$ cat config.mk
export PLATFORM = sky130hd
export DESIGN_NAME = esr_rx
export DESIGN_NICKNAME = d
export VERILOG_FILES = /design/src/verilog/esr_pkg.sv /design/src/verilog/esr_rx.sv
export SDC_FILE = /design/constraint.sdc
export NUM_CORES = 1
export LEC_CHECK = 0
export BUFFER_PORTS_ARGS = -buffer_cell sky130_fd_sc_hd__buf_2
export CAP_MARGIN = 20
export CELL_PAD_IN_SITES_DETAIL_PLACEMENT = 1
export CELL_PAD_IN_SITES_GLOBAL_PLACEMENT = 1
export CORE_MARGIN = 2
export CORE_UTILIZATION = 40
export DETAILED_ROUTE_END_ITERATION = 7
export PLACE_DENSITY = 0.77
export SLEW_MARGIN = 30
export SYNTH_ARGS = -nofsm -noshare
export SYNTH_HDL_FRONTEND = slang
export SYNTH_SLANG_ARGS = --single-unit
$ cat constraint.sdc
create_clock -name i_sys_clk -period 3.1 [get_ports i_sys_clk]
set_input_delay 0.775 -clock i_sys_clk [delete_from_list [all_inputs] [get_ports i_sys_clk]]
set_output_delay 0.775 -clock i_sys_clk [all_outputs]
set_load 0.005 [all_outputs]
$ cat src/verilog/esr_pkg.sv
// Package: register map, field positions and reset values for the serial receiver
package esr_pkg;
	// ----------------------------------------------------------------
	// Register byte offsets
	// ----------------------------------------------------------------
	localparam logic [7:0] ESR_OFS_GIC  = 8'h00; // global_interrupt_control
	localparam logic [7:0] ESR_OFS_PIF  = 8'h04; // peripheral_interrupt_flags
	localparam logic [7:0] ESR_OFS_PIE  = 8'h08; // peripheral_interrupt_enables
	localparam logic [7:0] ESR_OFS_IPR  = 8'h0C; // peripheral_interrupt_priorities
	localparam logic [7:0] ESR_OFS_RSC  = 8'h10; // receive_status_control
	localparam logic [7:0] ESR_OFS_RXD  = 8'h14; // receive_data
	localparam logic [7:0] ESR_OFS_TSC  = 8'h18; // transmit_status_control
	localparam logic [7:0] ESR_OFS_BDC  = 8'h1C; // baud_control
	localparam logic [7:0] ESR_OFS_DIVH = 8'h20; // baud_divisor_high
	localparam logic [7:0] ESR_OFS_DIVL = 8'h24; // baud_divisor_low

	// ----------------------------------------------------------------
	// Field positions
	// ----------------------------------------------------------------
	localparam int ESR_B_GIE   = 7; // global_interrupt_enable
	localparam int ESR_B_PERIPHERAL_INTERRUPT_ENABLE  = 6; // peripheral_interrupt_enable
	localparam int ESR_B_RCF   = 5; // receive_complete_flag / enable / priority
	localparam int ESR_B_SERIAL_PORT_ENABLE  = 7; // serial_port_enable
	localparam int ESR_B_RX9   = 6; // nine_bit_receive_select
	localparam int ESR_B_CONTINUOUS_RECEIVE_ENABLE  = 4; // continuous_receive_enable
	localparam int ESR_B_ADDRESS_DETECT_ENABLE = 3; // address_detect_enable
	localparam int ESR_B_FRAMING_ERROR_FLAG  = 2; // framing_error_flag
	localparam int ESR_B_OVERRUN_ERROR_FLAG  = 1; // overrun_error_flag
	localparam int ESR_B_RECEIVED_NINTH_BIT  = 0; // received_ninth_bit
	localparam int ESR_B_SYNC  = 4; // clocked-mode select
	localparam int ESR_B_HIGH_SPEED_SELECT  = 2; // high_speed_select
	localparam int ESR_B_IDLE  = 6; // receiver idle status
	localparam int ESR_B_WIDE_DIVISOR_SELECT = 3; // wide_divisor_select
	localparam int ESR_B_WUE   = 1; // wakeup_enable

	// ----------------------------------------------------------------
	// Reset values and counts
	// ----------------------------------------------------------------
	localparam logic [7:0] ESR_RST_BYTE = 8'h00; // All control bytes clear
	localparam logic [1:0] ESR_PRE_SLOW = 2'h3;  // Prescale minus one, low speed
	localparam logic [3:0] ESR_OVS_LAST = 4'hF;  // Last of sixteen ticks per bit
	localparam logic [3:0] ESR_OVS_MID  = 4'h9;  // Tick that ends the 7-8-9 vote
	localparam logic [3:0] ESR_BITS_8   = 4'h8;  // Data bits, 8-bit mode
	localparam logic [3:0] ESR_BITS_9   = 4'h9;  // Data bits, 9-bit mode

	// Receiver states
	typedef enum logic [1:0] {ESR_IDLE, ESR_START, ESR_DATA, ESR_STOP} esr_state_t;
endpackage

$ cat src/verilog/esr_rx.sv
// Asynchronous serial receiver with address detect and wake-up, APB register slave
`timescale 1ns/1ps
module esr_rx
	import esr_pkg::*;
(
	input  wire logic        i_sys_clk, // System clock, 50 MHz
	input  wire logic        i_rst_n,   // Synchronous reset, active low
	input  wire logic        i_psel,    // APB select
	input  wire logic        i_penable, // APB access phase
	input  wire logic        i_pwrite,  // APB write
	input  wire logic [7:0]  i_paddr,   // APB byte address
	input  wire logic [31:0] i_pwdata,  // APB write data
	output logic      [31:0] o_prdata,  // APB read data, registered
	output logic             o_pready,  // APB ready
	output logic             o_pslverr, // APB error, unmapped address
	input  wire logic        i_sleep,   // Processor asleep
	input  wire logic        i_rx_line, // receive_line
	output logic             o_irq_high,// High priority receive interrupt
	output logic             o_irq_low, // Low priority receive interrupt
	output logic             o_wakeup   // Wake event pending
);
	// ----------------------------------------------------------------
	// Registers
	// ----------------------------------------------------------------
	logic [1:0]  gic_q;      // {global, peripheral} enables
	logic        receive_interrupt_enable_q;     // receive_interrupt_enable
	logic        receive_priority_select_q;     // receive_priority_select
	logic        serial_port_enable_q;     // serial_port_enable
	logic        rx9_q;      // nine_bit_receive_select
	logic        continuous_receive_enable_q;     // continuous_receive_enable
	logic        address_detect_enable_q;    // address_detect_enable
	logic        sync_q;     // Clocked-mode select
	logic        high_speed_select_q;     // high_speed_select
	logic        wide_divisor_select_q;    // wide_divisor_select
	logic        wue_q;      // wakeup_enable
	logic [7:0]  divh_q;     // baud_divisor_high
	logic [7:0]  divl_q;     // baud_divisor_low
	logic [7:0]  rxd_q;      // Buffered character, low byte
	logic        received_ninth_bit_q;     // Buffered ninth bit
	logic        framing_error_flag_q;     // framing_error_flag
	logic        overrun_error_flag_q;     // overrun_error_flag
	logic        full_q;     // Buffer holds an unread character
	logic        wake_q;     // Wake event pending
	logic        woke_q;     // Falling edge seen, waiting for rise
	logic [31:0] rdata_q;
	logic        line_q;     // Previous line level for edges

	// Receiver datapath
	esr_state_t  state_q;
	logic [1:0]  pre_q;      // Low-speed prescaler
	logic [15:0] brg_q;      // Baud counter
	logic [3:0]  ovs_q;      // Tick within bit
	logic [2:0]  smp_q;      // Sampling shifter
	logic [3:0]  bit_q;      // Data bits taken
	logic [8:0]  sh_q;       // Main receive shifter

	// ----------------------------------------------------------------
	// Decode
	// ----------------------------------------------------------------
	logic        wr;         // Write access edge
	logic        rd_setup;   // Read setup edge
	logic        rd_data;    // Completed read of receive_data
	logic        mapped;     // Address hits a register
	logic        async_en;   // Port enabled in asynchronous mode
	logic        rx_run;     // Receiver allowed to run
	logic        tick;       // One sixteenth of a bit
	logic        vote;       // Majority of three samples
	logic        fall;       // Line fell
	logic        rise;       // Line rose
	logic        done;       // Character complete
	logic        keep;       // Character passes the address filter
	logic        nine;       // Nine data bits per character
	logic [15:0] div;
	logic [1:0]  pre_max;

	// Registers change on the access edge, one per transfer
	assign wr       = i_psel & i_penable & i_pwrite;
	assign rd_setup = i_psel & ~i_penable & ~i_pwrite;
	assign rd_data  = i_psel & i_penable & ~i_pwrite & (i_paddr == ESR_OFS_RXD);
	assign mapped   = (i_paddr == ESR_OFS_GIC) | (i_paddr == ESR_OFS_PIF)
		| (i_paddr == ESR_OFS_PIE) | (i_paddr == ESR_OFS_IPR)
		| (i_paddr == ESR_OFS_RSC) | (i_paddr == ESR_OFS_RXD)
		| (i_paddr == ESR_OFS_TSC) | (i_paddr == ESR_OFS_BDC)
		| (i_paddr == ESR_OFS_DIVH) | (i_paddr == ESR_OFS_DIVL);
	// Every register answers at once, so the access phase never stretches
	assign o_pready  = 1'b1;
	assign o_pslverr = i_psel & i_penable & ~mapped;
	assign o_prdata  = rdata_q;

	// Mode qualification
	// Any disqualifier holds the receiver idle and its baud counter cleared
	assign async_en = serial_port_enable_q & ~sync_q;
	assign rx_run   = async_en & ~i_sleep & ~wue_q & continuous_receive_enable_q & ~overrun_error_flag_q;
	assign fall     = line_q & ~i_rx_line;
	assign rise     = ~line_q & i_rx_line;
	assign nine     = rx9_q;

	// Divisor: high byte used only in wide mode
	// Trade-off: in wide mode both speed modes share one x16 tick
	assign div     = wide_divisor_select_q ? {divh_q, divl_q} : {8'h00, divl_q};
	assign pre_max = (~high_speed_select_q & ~wide_divisor_select_q) ? ESR_PRE_SLOW : 2'h0;

	// Majority of the last three samples
	assign vote = (smp_q[0] & smp_q[1]) | (smp_q[0] & smp_q[2]) | (smp_q[1] & smp_q[2]);

	// ----------------------------------------------------------------
	// Baud generator: one tick per sixteenth of a bit
	// ----------------------------------------------------------------
	// Held in reset while not running so each frame starts phase aligned
	// Limitation: the divisor is used live; changing it inside a frame
	// shifts the sampling point of the remaining bits
	always_ff @(posedge i_sys_clk) begin
		if (!i_rst_n || !rx_run || state_q == ESR_IDLE) begin
			pre_q <= 2'h0;
			brg_q <= 16'h0000;
		end else if (pre_q != pre_max) begin
			pre_q <= pre_q + 2'h1;
		end else begin
			pre_q <= 2'h0;
			brg_q <= (brg_q == div) ? 16'h0000 : brg_q + 16'h0001;
		end
	end
	assign tick = rx_run && state_q != ESR_IDLE && pre_q == pre_max && brg_q == div;

	// ----------------------------------------------------------------
	// Receive state machine
	// ----------------------------------------------------------------
	// Held idle whenever reception is disabled, so a frame cut by sleep,
	// wake enable or overrun restarts cleanly at the next start edge
	assign done = tick && state_q == ESR_STOP && ovs_q == ESR_OVS_MID;

	always_ff @(posedge i_sys_clk) begin
		if (!i_rst_n || !rx_run) begin
			state_q <= ESR_IDLE;
			ovs_q   <= 4'h0;
			smp_q   <= 3'h7;
			bit_q   <= 4'h0;
			sh_q    <= 9'h000;
		end else begin
			if (tick) begin
				smp_q <= {smp_q[1:0], i_rx_line};
				ovs_q <= ovs_q + 4'h1;
			end
			unique case (state_q)
				ESR_IDLE: begin
					ovs_q <= 4'h0;
					bit_q <= 4'h0;
					if (fall) begin
						state_q <= ESR_START;
					end
				end
				ESR_START: begin
					// A high vote mid-bit was a glitch, not a start bit
					if (tick && ovs_q == ESR_OVS_MID && vote) begin
						state_q <= ESR_IDLE;
					end else if (tick && ovs_q == ESR_OVS_LAST) begin
						state_q <= ESR_DATA;
					end
				end
				ESR_DATA: begin
					if (tick && ovs_q == ESR_OVS_MID) begin
						sh_q  <= {vote, sh_q[8:1]};
						bit_q <= bit_q + 4'h1;
					end
					if (tick && ovs_q == ESR_OVS_LAST
						&& bit_q == (nine ? ESR_BITS_9 : ESR_BITS_8)) begin
						state_q <= ESR_STOP;
					end
				end
				ESR_STOP: begin
					// Finish mid stop bit so a close next start is not missed
					if (done) begin
						state_q <= ESR_IDLE;
					end
				end
			endcase
		end
	end

	// ----------------------------------------------------------------
	// Receive buffer and flags
	// ----------------------------------------------------------------
	// One-deep buffer: a character completing before the read is lost and
	// raises overrun, so software must read within one character time
	// Ninth bit is sh_q[8] in 9-bit mode; 8-bit data sits one place higher
	logic [7:0] cap_data;
	logic       cap_ninth;
	assign cap_data  = nine ? sh_q[7:0] : sh_q[8:1];
	assign cap_ninth = nine & sh_q[8];
	assign keep      = ~(address_detect_enable_q & nine) | cap_ninth;

	always_ff @(posedge i_sys_clk) begin
		if (!i_rst_n) begin
			rxd_q  <= 8'h00;
			received_ninth_bit_q <= 1'b0;
			framing_error_flag_q <= 1'b0;
			full_q <= 1'b0;
		end else if (done && keep && (!full_q || rd_data)) begin
			// New character wins over a same-cycle read
			rxd_q  <= cap_data;
			received_ninth_bit_q <= cap_ninth;
			framing_error_flag_q <= ~vote;
			full_q <= 1'b1;
		end else begin
			if (rd_data) begin
				full_q <= 1'b0;
			end
			if (!continuous_receive_enable_q) begin
				framing_error_flag_q <= 1'b0;
			end
		end
	end

	// Overrun: a kept character finds the buffer still full
	// Reception stops while overrun stands, so nothing more can be lost
	// before software clears the continuous enable
	always_ff @(posedge i_sys_clk) begin
		if (!i_rst_n || !continuous_receive_enable_q) begin
			overrun_error_flag_q <= 1'b0;
		end else if (done && keep && full_q && !rd_data) begin
			overrun_error_flag_q <= 1'b1;
		end
	end

	// ----------------------------------------------------------------
	// Wake-up detection
	// ----------------------------------------------------------------
	// Line history runs even in sleep; wake watching needs no baud clock
	// Resets to the idle-high level so no false fall follows reset
	always_ff @(posedge i_sys_clk) begin
		if (!i_rst_n) begin
			line_q <= 1'b1;
		end else begin
			line_q <= i_rx_line;
		end
	end

	// Pending flag and armed state are apart: a data read clears the flag
	// while the enable still waits for the line to rise
	always_ff @(posedge i_sys_clk) begin
		if (!i_rst_n) begin
			wake_q <= 1'b0;
			woke_q <= 1'b0;
		end else begin
			if (wue_q && async_en && !woke_q && fall) begin
				wake_q <= 1'b1;
				woke_q <= 1'b1;
			end else if (rd_data) begin
				wake_q <= 1'b0;
			end
			if (woke_q && rise) begin
				woke_q <= 1'b0;
			end
		end
	end

	// ----------------------------------------------------------------
	// Control registers, APB writes
	// ----------------------------------------------------------------
	// Read-only fields and unmapped offsets ignore writes
	always_ff @(posedge i_sys_clk) begin
		if (!i_rst_n) begin
			gic_q   <= 2'h0;
			receive_interrupt_enable_q  <= 1'b0;
			receive_priority_select_q  <= 1'b0;
			serial_port_enable_q  <= 1'b0;
			rx9_q   <= 1'b0;
			continuous_receive_enable_q  <= 1'b0;
			address_detect_enable_q <= 1'b0;
			sync_q  <= 1'b0;
			high_speed_select_q  <= 1'b0;
			wide_divisor_select_q <= 1'b0;
			divh_q  <= ESR_RST_BYTE;
			divl_q  <= ESR_RST_BYTE;
		end else if (wr) begin
			unique case (i_paddr)
				ESR_OFS_GIC: gic_q <= i_pwdata[ESR_B_GIE:ESR_B_PERIPHERAL_INTERRUPT_ENABLE];
				ESR_OFS_PIE: receive_interrupt_enable_q <= i_pwdata[ESR_B_RCF];
				ESR_OFS_IPR: receive_priority_select_q <= i_pwdata[ESR_B_RCF];
				ESR_OFS_RSC: begin
					serial_port_enable_q  <= i_pwdata[ESR_B_SERIAL_PORT_ENABLE];
					rx9_q   <= i_pwdata[ESR_B_RX9];
					continuous_receive_enable_q  <= i_pwdata[ESR_B_CONTINUOUS_RECEIVE_ENABLE];
					address_detect_enable_q <= i_pwdata[ESR_B_ADDRESS_DETECT_ENABLE];
				end
				ESR_OFS_TSC: begin
					sync_q <= i_pwdata[ESR_B_SYNC];
					high_speed_select_q <= i_pwdata[ESR_B_HIGH_SPEED_SELECT];
				end
				ESR_OFS_BDC:  wide_divisor_select_q <= i_pwdata[ESR_B_WIDE_DIVISOR_SELECT];
				ESR_OFS_DIVH: divh_q <= i_pwdata[7:0];
				ESR_OFS_DIVL: divl_q <= i_pwdata[7:0];
				default: ;
			endcase
		end
	end

	// Wake enable: the rising edge clear wins over a same-cycle write
	always_ff @(posedge i_sys_clk) begin
		if (!i_rst_n) begin
			wue_q <= 1'b0;
		end else if (woke_q && rise) begin
			wue_q <= 1'b0;
		end else if (wr && i_paddr == ESR_OFS_BDC) begin
			wue_q <= i_pwdata[ESR_B_WUE];
		end
	end

	// ----------------------------------------------------------------
	// Read data, captured in the setup phase
	// ----------------------------------------------------------------
	// Captured one cycle early so the data output comes from a flip-flop
	// and stands for the whole access phase
	logic receive_complete_flag;
	assign receive_complete_flag = full_q | wake_q;

	always_ff @(posedge i_sys_clk) begin
		if (!i_rst_n) begin
			rdata_q <= 32'h0000_0000;
		end else if (rd_setup) begin
			rdata_q <= 32'h0000_0000;
			unique case (i_paddr)
				ESR_OFS_GIC: rdata_q[ESR_B_GIE:ESR_B_PERIPHERAL_INTERRUPT_ENABLE] <= gic_q;
				ESR_OFS_PIF: rdata_q[ESR_B_RCF] <= receive_complete_flag;
				ESR_OFS_PIE: rdata_q[ESR_B_RCF] <= receive_interrupt_enable_q;
				ESR_OFS_IPR: rdata_q[ESR_B_RCF] <= receive_priority_select_q;
				ESR_OFS_RSC: rdata_q[7:0] <= {serial_port_enable_q, rx9_q, 1'b0, continuous_receive_enable_q, address_detect_enable_q,
					framing_error_flag_q, overrun_error_flag_q, received_ninth_bit_q};
				ESR_OFS_RXD: rdata_q[7:0] <= rxd_q;
				ESR_OFS_TSC: rdata_q[7:0] <= {3'h0, sync_q, 1'b0, high_speed_select_q, 2'h0};
				ESR_OFS_BDC: rdata_q[7:0] <= {1'b0, state_q == ESR_IDLE, 2'h0,
					wide_divisor_select_q, 1'b0, wue_q, 1'b0};
				ESR_OFS_DIVH: rdata_q[7:0] <= divh_q;
				ESR_OFS_DIVL: rdata_q[7:0] <= divl_q;
				default: ;
			endcase
		end
	end

	// ----------------------------------------------------------------
	// Interrupt requests
	// ----------------------------------------------------------------
	// High priority needs only the global enable; low also needs peripheral
	// Both requests are levels that stand until the flag clears
	assign o_irq_high = receive_complete_flag & receive_interrupt_enable_q & receive_priority_select_q & gic_q[1];
	assign o_irq_low  = receive_complete_flag & receive_interrupt_enable_q & ~receive_priority_select_q & gic_q[1] & gic_q[0];
	assign o_wakeup   = wake_q;
endmodule
==> key figures, run 1 <==
Power and ir drop
  • Pwr per Cell Area: roughly 450 nW/um^2
  • Leak Pwr: around 2.1 nW
  • Max VDD drop: between 0.0002 and 0.0003 V

Global routing
  • Total gr overflow: 0
  • Number of global-route vias before repair: 4460
  • Initial antenna violation count: 0
  • Global-route wire length before repair: 22800 um
  • Total GRT Usage: 0.222
  • Pin count of the biggest net entering global routing: 62

Outcome
  • Status: complete, no violations

Detailed routing
  • DRC errors left: 0
  • DR vias: 4355
  • Final wirelength: about 14000 um
  • Wire length per cell: 17.9 um
  • Antenna-violating nets left: 0
  • Vias per Instance: 5.71
  • Initial DRC Count: 170
  • TritonRoute pass-1 iters: 5

Synthesis
  • Mean cell area of the mapped netlist: 8.48 sq um
  • EDFF count, synth: 0
  • Synth Flop Type: dfxtp_1
  • Post-synthesis cell area: 4890 sq um
  • Synth top area cells: dfxtp_1 37%, mux2i_1 6.1%, nand2_1 5.7%
  • Sequential fraction of the synthesis area: 0.372
  • FFs w/ async S/R, synth: 0
  • Cells after synthesis: 577
  • Distinct cells, synth: 65
  • Largest area contributor in the netlist: dfxtp_1
  • Flops & latches, synth: 91
  • Synth Warn #: 0
  • Yosys top cell area share: 0.372

Clock network
  • Setup Buffers After CTS: 0
  • CTS Hold Bufs: 0
  • CTS root buf: clkbuf_16
  • PostCTS Resize Cnt: 0
  • CTS tree: built
  • Total CTS buffers: 9
  • Worst-skew pair later-pin latency: 0.36 ns
  • Max Root-Sink Buffers: 2
  • Clock sinks: 91
  • Htree depth: 3
  • Clock transition at the registers of the reported paths: 0.06 ns

Timing
  • Setup violations, final: 0
  • Final hold vios: 0
  • RSZ-0062 raised after global routing: false
  • Pins Over Slew Limit: 0
  • Total negative setup slack: 0 ns
  • Fmax: 336 MHz
  • Normalized max-slew margin: 0.509
  • Final Cycle Share: 0.960
  • WHS: 0.470 ns
  • Clock Skew: slightly below 0.008 ns
  • Min Tclk post-route: 2.98 ns
  • Slew @ Worst Pin: 0.729 ns

Floorplan
  • Initial core utilization: 0.409
  • FP Rows: 40
  • Die area: ~13000 sq um
  • Die Wd: 115 um
  • Chip height: between 100 and 150 um
  • Number of top-level pins: 84
  • CORE AREA: 12000 sq um

Worst hold path
  • Worst Hold Launch: rxd_q[1]
  • Hold crit path type: register to register

Critical path
  • Worst setup EP type: output port
  • Slowest stage cell, crit path: or4b_2
  • Critical Path Fanout Max: 5
  • Worst path bufs/invs: 2
  • CP required: 2.32 ns
  • Crit Path Category: input port to output port
  • CP peak stage delay: about 0.71 ns
  • Data arrival, critical path: 2.20 ns
  • CP startpoint: i_paddr[4]
  • Crit path launch type: input port
  • Most Frequent Cell on Critical Path: buf_2
  • Worst path cell trace: buf_2 > or4b_2 > o21ai_0 > o21a_1 > nor2_1 > buf_2
  • FF-to-FF Start: wide_divisor_select_q
  • CP top delay family: simple AND/OR/NAND/NOR gates

Cells and area
  • Syn-to-layout area delta: 12.5%
  • NumNets Final: 662
  • Ant diodes: 0
  • Commonest cells after routing, fill and taps aside: 91 x dfxtp_1, 74 x nand2_1, 51 x nor2_1
  • Commonest non-fill, non-tap cell in the layout: dfxtp_1
  • Layout cells sized above 1: 0.151

Placed design
  • HPWL after DPL: 10200 um
  • IO Port Bufs: 34
  • Gpl congestion: 0.793

Job
  • Max cap viols: 0
logic make-up (layout without fill, tap and decap cells):
family,after synthesis,in the layout,share of synthesized area
AOI/OAI and AO/OA,104,104,0.152
xor gates and xnor gates,29,29,0.0519
adders and majority gates,5,5,0.0123
buffers and inverters,56,72,0.0667
DFF,91,91,0.372
muxes,39,39,0.0821
other,2,25,0.00153
and+or+nand+nor,251,251,0.262
state kept, by name, summed over array words and instances (netlist names), 2 cells and up, named ones only:
register and count:
bit_q 4, brg_q 16, divh_q 8, divl_q 8, gic_q 2, o_prdata 8, ovs_q 4, pre_q 2
rxd_q 8, sh_q 9, smp_q 3
power by group:
group | total, mW | switching, mW | internal (mW)
Combinational | 0.0881 | 0.0573 | 0.0308
Sequential | 1.17 | 0.00190 | 1.17
Clock | 1.21 | 0.497 | 0.712
Total | 2.47 | 0.556 | 1.91
synthesized netlist by cell type (all sizes together) (5+ instances only):
master and number:
a21boi 22, a21oi 11, a22o 5, a22oi 14, and3 11, buf 32
clkbuf 21, dfxtp 91, mux2 9, mux2i 30, nand2 74, nand3 45
nand4 11, nor2 51, nor2b 13, nor3 5, nor4 5, nor4b 5
o211ai 6, o21ai 17, o31ai 5, xnor2 14, xor2 15
tightest hold or removal path, cell delays in order, from the launching register on:
cell     delay [ns]
dfxtp_1        0.32
nand2_1        0.06
mux2i_1        0.05
final timing paths:
path | to | slack [ns] | cells after the start
setup / recovery | o_pslverr | 0.12 | 6
hold / removal | rxd_q[1] | 0.47 | 2
setup reg to reg | rxd_q[0] | 0.32 | 7
hold reg to reg | rxd_q[1] | 0.47 | 2
metrics by stage:
stage	instance area (sq um)	util	instances	total power, mW	setup slack, ns
after CTS	5510	0.460	763	2.49	0.126
after floorplan	4980	-	600	1.27	0.371
final	5510	0.460	763	2.47	0.123
after global routing	5510	0.460	763	2.55	0.0241
after global placement	5180	0.433	747	1.29	0.159
after detailed placement	5180	0.433	747	1.29	0.153
per-layer routing:
metal  global-route usage  wire (um)  vias to the layer above
met5                    0          0                        -
met4                0.113        431                        0
met1                0.268       6000                     2164
li1                     -          -                     2087
met2                0.387       6870                       77
met3               0.0296        366                       27
final cells by class:
cell class / count / area, sq um
fill: 1437 / 6450
multi-input combinational: 453 / 2840
sequential: 91 / 1820
timing repair buffer: 53 / 325
clock buffer: 9 / 225
tap: 147 / 184
clock inverter: 7 / 101
inverter: 3 / 11.3
Power figures use the tool's default switching activity.
==> inputs of run 2 (changes only) <==
--- a/config.mk
+++ b/config.mk
@@ -9,10 +9,12 @@
 export CAP_MARGIN = 20
 export CELL_PAD_IN_SITES_DETAIL_PLACEMENT = 1
 export CELL_PAD_IN_SITES_GLOBAL_PLACEMENT = 1
+export CORE_ASPECT_RATIO = 0.7
 export CORE_MARGIN = 2
 export CORE_UTILIZATION = 40
 export DETAILED_ROUTE_END_ITERATION = 7
-export PLACE_DENSITY = 0.77
+export GPL_TIMING_DRIVEN = 0
+export PLACE_DENSITY_LB_ADDON = 0.1
 export SLEW_MARGIN = 30
 export SYNTH_ARGS = -nofsm -noshare
 export SYNTH_HDL_FRONTEND = slang
==> run 2 against run 1 <==
- sequential cell count did not move
- die area up 0.11%
- total power increased by 2.6%
- clock power hardly changed
- via count up 2.0%
- non-clock buffer count rose by 35
- utilization up 2.5 points
- global-route usage rose by 1.5 points
- final area is 4.0% higher
- sequential power hardly changed
- combinational power increased by 33%
==> key figures, run 2 (synthesis results as in run 1) <==
Critical path
  • Crit path launch type: input port
  • RR Endpoint: bit_q[0]
  • Slowest stage cell, crit path: or4b_2
  • Crit Path Category: input port to output port
  • Data arrival, critical path: 2.20 ns
  • Worst setup EP type: output port
  • CP required: 2.32 ns
  • Worst path cell trace: buf_2 > or4b_2 > o21ai_0 > o21a_1 > nor2_1 > buf_2
  • R2R Setup Slk: 0.27 ns
  • CP peak stage delay: 0.83 ns
  • FF-to-FF Start: wide_divisor_select_q
  • Most Frequent Cell on Critical Path: buf_2
  • Critical Path Fanout Max: 9
  • Worst Reg-to-Reg Cells: 8

Placed design
  • Gpl congestion: 0.911
  • Pre-CTS WS: -0.317 ns
  • Placed Area: 5360 sq um
  • IO Port Bufs: 32
  • HPWL after DPL: ~11000 um

Clock network
  • Max Root-Sink Buffers: 2
  • CTS root buf: clkbuf_16
  • Clock transition at the registers of the reported paths: 0.07 ns
  • CTS tree: built
  • CTS Hold Bufs: 0
  • Worst-skew pair later-pin latency: 0.35 ns
  • Htree depth: 3
  • Total CTS buffers: 9
  • Clock sinks: 91

Cells and area
  • NumNets Final: 697
  • Largest register FFs: 16
  • Syn-to-layout area delta: 17.0%
  • Post-layout util: 0.485
  • Fillers: about 1500
  • Commonest cells after routing, fill and taps aside: 91 x dfxtp_1, 74 x nand2_1, 51 x nor2_1
  • Top flop regs: brg_q x16, sh_q x9
  • Layout cells sized above 1: 0.171
  • Commonest non-fill, non-tap cell in the layout: dfxtp_1
  • Finished Cell Area: about 5700 sq um
  • Top reg by flops: brg_q
  • Ant diodes: 0

Timing
  • Final worst-path setup slack: ~0.12 ns
  • Slew @ Worst Pin: roughly 0.8 ns
  • Final Cycle Share: 0.961
  • Setup violations, final: 0
  • Min Tclk post-route: 2.98 ns
  • Pins Over Slew Limit: 0
  • RSZ-0062 raised after global routing: false
  • Fmax: 336 MHz
  • Total negative setup slack: 0 ns
  • Final hold vios: 0
  • Clock Skew: 0.0110 ns
  • Normalized max-slew margin: 0.469

Power and ir drop
  • Pwr per Cell Area: 443 nW/um^2
  • Int Power: 1.96 mW
  • Total power: between 2 and 3 mW
  • Leak Pwr: 2.20 nW
  • Logic pwr share: 0.046
  • Clk pwr share: 0.491
  • Flop pwr share: 0.463
  • Max VDD drop: approximately 0.00028 V
  • NetSw: between 500 and 600 uW
  • Switching share of power: 0.227

Floorplan
  • CORE AREA: 11800 sq um
  • Chip height: 96.5 um
  • FP Rows: 33
  • Die area: 13100 sq um
  • Number of top-level pins: 84
  • Die Wd: 136 um
  • Initial core utilization: 0.414

Global routing
  • Met1 GRT Util: 0.330
  • Total gr overflow: 0
  • Initial antenna violation count: 0
  • Number of global-route vias before repair: 4386
  • Total GRT Usage: 0.237
  • Grt peak-use layer: met2
  • Grt met2 use: 0.384
  • Global-route wire length before repair: 23800 um
  • Pin count of the biggest net entering global routing: 17
  • Met3 Use GR: 0.0402

Detailed routing
  • Antenna-violating nets left: 0
  • Vias per Instance: 5.50
  • Final wirelength: 14800 um
  • DRC errors left: 0
  • Initial DRC Count: 249
  • DR vias: around 4400
  • Wire length per cell: 18.3 um
  • TritonRoute pass-1 iters: 5

Worst hold path
  • Hold crit path type: register to register
  • Hold endpoint: rxd_q[6]
  • Worst hold path stage count: 2
  • Worst Hold Launch: rxd_q[6]

Job
  • Max cap viols: 0

Outcome
  • Status: complete, no violations
## run 2: changes by cell type in the layout (fill, tap and decap cells not counted), sizes merged
cell / delta
clkbuf: +22
clkinv: -2
buf: +14
inv: +2
clkinvlp: -1
## run 2: per-layer routing
metal	wire [um]	vias to the layer above
met5	0	-
met4	190	0
met3	595	15
met2	6510	97
met1	7490	2177
li1	-	2152
## run 2: layout make-up
type,count,area [sq um],share of cell area
Inverter,3,11.3,0.00197
Clock buffer,10,239,0.0417
Sequential cell,91,1820,0.318
Multi-Input combinational cell,453,2860,0.500
Clock inverter,6,93.8,0.0164
Timing Repair Buffer,36,188,0.0328
Tap cell,157,196,0.0343
Buffer,52,314,0.0548
## run 2: worst max path at each step
stage          depth (start not counted)       start  slack, ns                    to
2_1_floorplan                          7  i_paddr[2]       0.37  framing_error_flag_q
3_3_place_gp                           7  i_paddr[2]      -0.29  framing_error_flag_q
4_1_cts                                7  i_paddr[5]       0.02              rxd_q[5]
3_5_place_dp                           8     i_sleep      -0.32              rxd_q[5]
6_report                               6  i_paddr[5]       0.12             o_pslverr
5_1_grt                                6  i_paddr[5]       0.01             o_pslverr
## run 2: repair_timing
action,in CTS,in global routing
resized for setup,1,1
pin swaps,1,1
buffers inserted,2,1
endpoints found under the setup margin,12,11
## run 2: metrics by stage
stage          cells  hold WS (ns)
3_3_place_gp     789         0.457
4_1_cts          808         0.473
6_report         808         0.467
5_1_grt          808         0.501
2_1_floorplan    600         0.434
3_5_place_dp     790         0.467
## run 2: worst max-delay path, delay by kind of cell
kind                   cells  cell delay (ns)
buffers and inverters      2             0.25
AOI/OAI and AO/OA          2             0.30
and+or+nand+nor            2             0.87
## run 2: power groups by stage
stage | Sequential, mW | Combinational, mW | Clock, mW
floorplan | 1.20 | 0.0670 | 0
global placement | 1.20 | 0.110 | 0
detailed placement | 1.20 | 0.114 | 0
CTS | 1.17 | 0.115 | 1.26
global route | 1.17 | 0.128 | 1.32
finish | 1.17 | 0.117 | 1.24
==> inputs of run 3 (changes only) <==
--- a/config.mk
+++ b/config.mk
@@ -9,7 +9,6 @@
 export CAP_MARGIN = 20
 export CELL_PAD_IN_SITES_DETAIL_PLACEMENT = 1
 export CELL_PAD_IN_SITES_GLOBAL_PLACEMENT = 1
-export CORE_ASPECT_RATIO = 0.7
 export CORE_MARGIN = 2
 export CORE_UTILIZATION = 40
 export DETAILED_ROUTE_END_ITERATION = 7
==> run 3 against run 2 <==
- clock-buffer cell count did not move
- die area shrank 0.11%
- worst hold slack better by 0.0047 ns
- register-to-register slack got worse by 0.02 ns
- global-route usage down 0.58 points
- final area decreased by 0.76%
- via count grew 0.16%
- routed wire length decreased by 1.1%
- utilization shrank 0.98 points
- clock power down 5%
- worst setup slack worse by 0.0075 ns
- critical path type unchanged
- highest routed layer unchanged
- sequential power barely moved
==> key figures, run 3 (synthesis results as in run 1) <==
Outcome
  • Status: complete, no violations

Timing
  • Final hold vios: 0
  • Clock Skew: about 0.011 ns
  • Normalized max-slew margin: 0.409
  • Total negative setup slack: 0 ns
  • Slew @ Worst Pin: 0.878 ns
  • Final worst-path setup slack: 0.113 ns
  • RSZ-0062 raised after global routing: false
  • WHS: approximately 0.47 ns
  • Setup violations, final: 0
  • Fmax: 335 MHz
  • Pins Over Slew Limit: 0
  • Min Tclk post-route: 2.99 ns
  • Final Cycle Share: 0.964

Global routing
  • Pin count of the biggest net entering global routing: 17
  • Initial antenna violation count: 0
  • Total gr overflow: 0
  • Met1 GRT Util: 0.287
  • Grt peak-use layer: met2
  • Met3 Use GR: 0.0545
  • Grt met2 use: 0.388
  • Total GRT Usage: 0.231
  • Number of global-route vias before repair: 4418
  • Global-route wire length before repair: approximately 23000 um

Cells and area
  • Ant diodes: 0
  • Reg area: 1820 sq um
  • Commonest non-fill, non-tap cell in the layout: dfxtp_1
  • Fin cells: 797
  • Fillers: about 1500
  • Top reg by flops: brg_q
  • Largest register FFs: 16
  • NumNets Final: 696
  • Layout cells sized above 1: 0.169
  • Top flop regs: brg_q x16, sh_q x9
  • Commonest cells after routing, fill and taps aside: 91 x dfxtp_1, 74 x nand2_1, 51 x nor2_1
  • Multi-input logic area: 2860 sq um
  • Syn-to-layout area delta: 16.1%

Worst hold path
  • Hold crit path type: register to register

Power and ir drop
  • Clk pwr share: 0.477
  • Pwr per Cell Area: 434 nW/um^2
  • Flop pwr share: 0.475
  • Logic pwr share: 0.048
  • Leak Pwr: 2.19 nW
  • Total power: 2.47 mW
  • Int Power: 1.88 mW
  • Switching share of power: 0.240
  • NetSw: approximately 590 uW
  • Max VDD drop: ~0.00027 V

Critical path
  • Worst setup EP type: output port
  • Crit Path Category: input port to output port
  • CP required: 2.32 ns
  • Crit path launch type: input port
  • Critical Path Fanout Max: 9
  • Data arrival, critical path: 2.21 ns

Clock network
  • Clock transition at the registers of the reported paths: around 0.07 ns
  • CTS root buf: clkbuf_16
  • Htree depth: 3
  • Total CTS buffers: 9
  • Clock sinks: 91
  • CTS tree: built
  • Worst-skew pair later-pin latency: 0.37 ns
  • Max Root-Sink Buffers: 2

Floorplan
  • Initial core utilization: 0.409
  • Die Wd: 115 um
  • Die area: 13100 sq um
  • Number of top-level pins: 84
  • CORE AREA: 12000 sq um
  • Chip height: 115 um
  • FP Rows: 40

Placed design
  • Pre-CTS WS: -0.337 ns
  • Cells after DPL: 780
  • HPWL after DPL: between 10000 and 15000 um
  • IO Port Bufs: 32
  • Gpl congestion: 0.846

Detailed routing
  • DR vias: 4448
  • Vias per Instance: about 5.6
  • Final wirelength: 14600 um
  • Wire length per cell: 18.3 um
  • DRC errors left: 0
  • Antenna-violating nets left: 0
  • Initial DRC Count: around 270
  • TritonRoute pass-1 iters: 4

Job
  • Max cap viols: 0
[run 3: changes by cell type in the layout (fill, tap and decap cells not counted), sizes merged]
cell / change
clkinv: +2
bufinv: -1
clkbuf: -1
inv: -1
[run 3: worst paths after layout]
check,from,to,slack [ns],depth (start not counted)
worst min-delay path,rxd_q[2],rxd_q[2],0.47,2
worst max register to register,wide_divisor_select_q,framing_error_flag_q,0.25,8
worst min register to register,rxd_q[2],rxd_q[2],0.47,2
worst max-delay path,i_paddr[5],o_pslverr,0.11,6
[run 3: cell type report]
cell class | instances | area share
repair buffers | 35 | 0.0317
multi-input cells | 453 | 0.504
flip-flops and latches | 91 | 0.321
plain buffers | 52 | 0.0548
clock buffers | 10 | 0.0421
clock inverters | 6 | 0.0128
well taps | 147 | 0.0324
inverters | 3 | 0.00198
[run 3: layer usage]
layer / vias up / wire length [um]
met2: 90 / 7140
met4: 0 / 389
li1: 2161 / -
met1: 2168 / 6540
met5: - / 0
met3: 29 / 553
[run 3: critical path, cell delays in order]
cell	delay, ns
buf_2	0.13
or4b_2	0.82
o21ai_0	0.17
o21a_1	0.16
nor2_1	0.04
buf_2	0.12
[run 3: power by group through the flow]
stage / sequential (mW) / clock (mW) / combinational, mW
after floorplan: 1.20 / 0 / 0.0670
after global placement: 1.20 / 0 / 0.110
after detailed placement: 1.20 / 0 / 0.114
after CTS: 1.17 / 1.20 / 0.115
after global routing: 1.17 / 1.24 / 0.129
final: 1.17 / 1.18 / 0.118
[run 3: per-stage QoR]
stage                      util  cell area [sq um]
after floorplan               -               4980
after global placement    0.445               5320
after detailed placement  0.447               5350
after CTS                 0.474               5670
after global routing      0.475               5680
final                     0.475               5680
[run 3: timing repair]
item,CTS,global route
gates resized for setup,0,1
hold buffers,0,0
pin swaps,1,0
buffers inserted,2,0
endpoints found under the setup margin,11,11
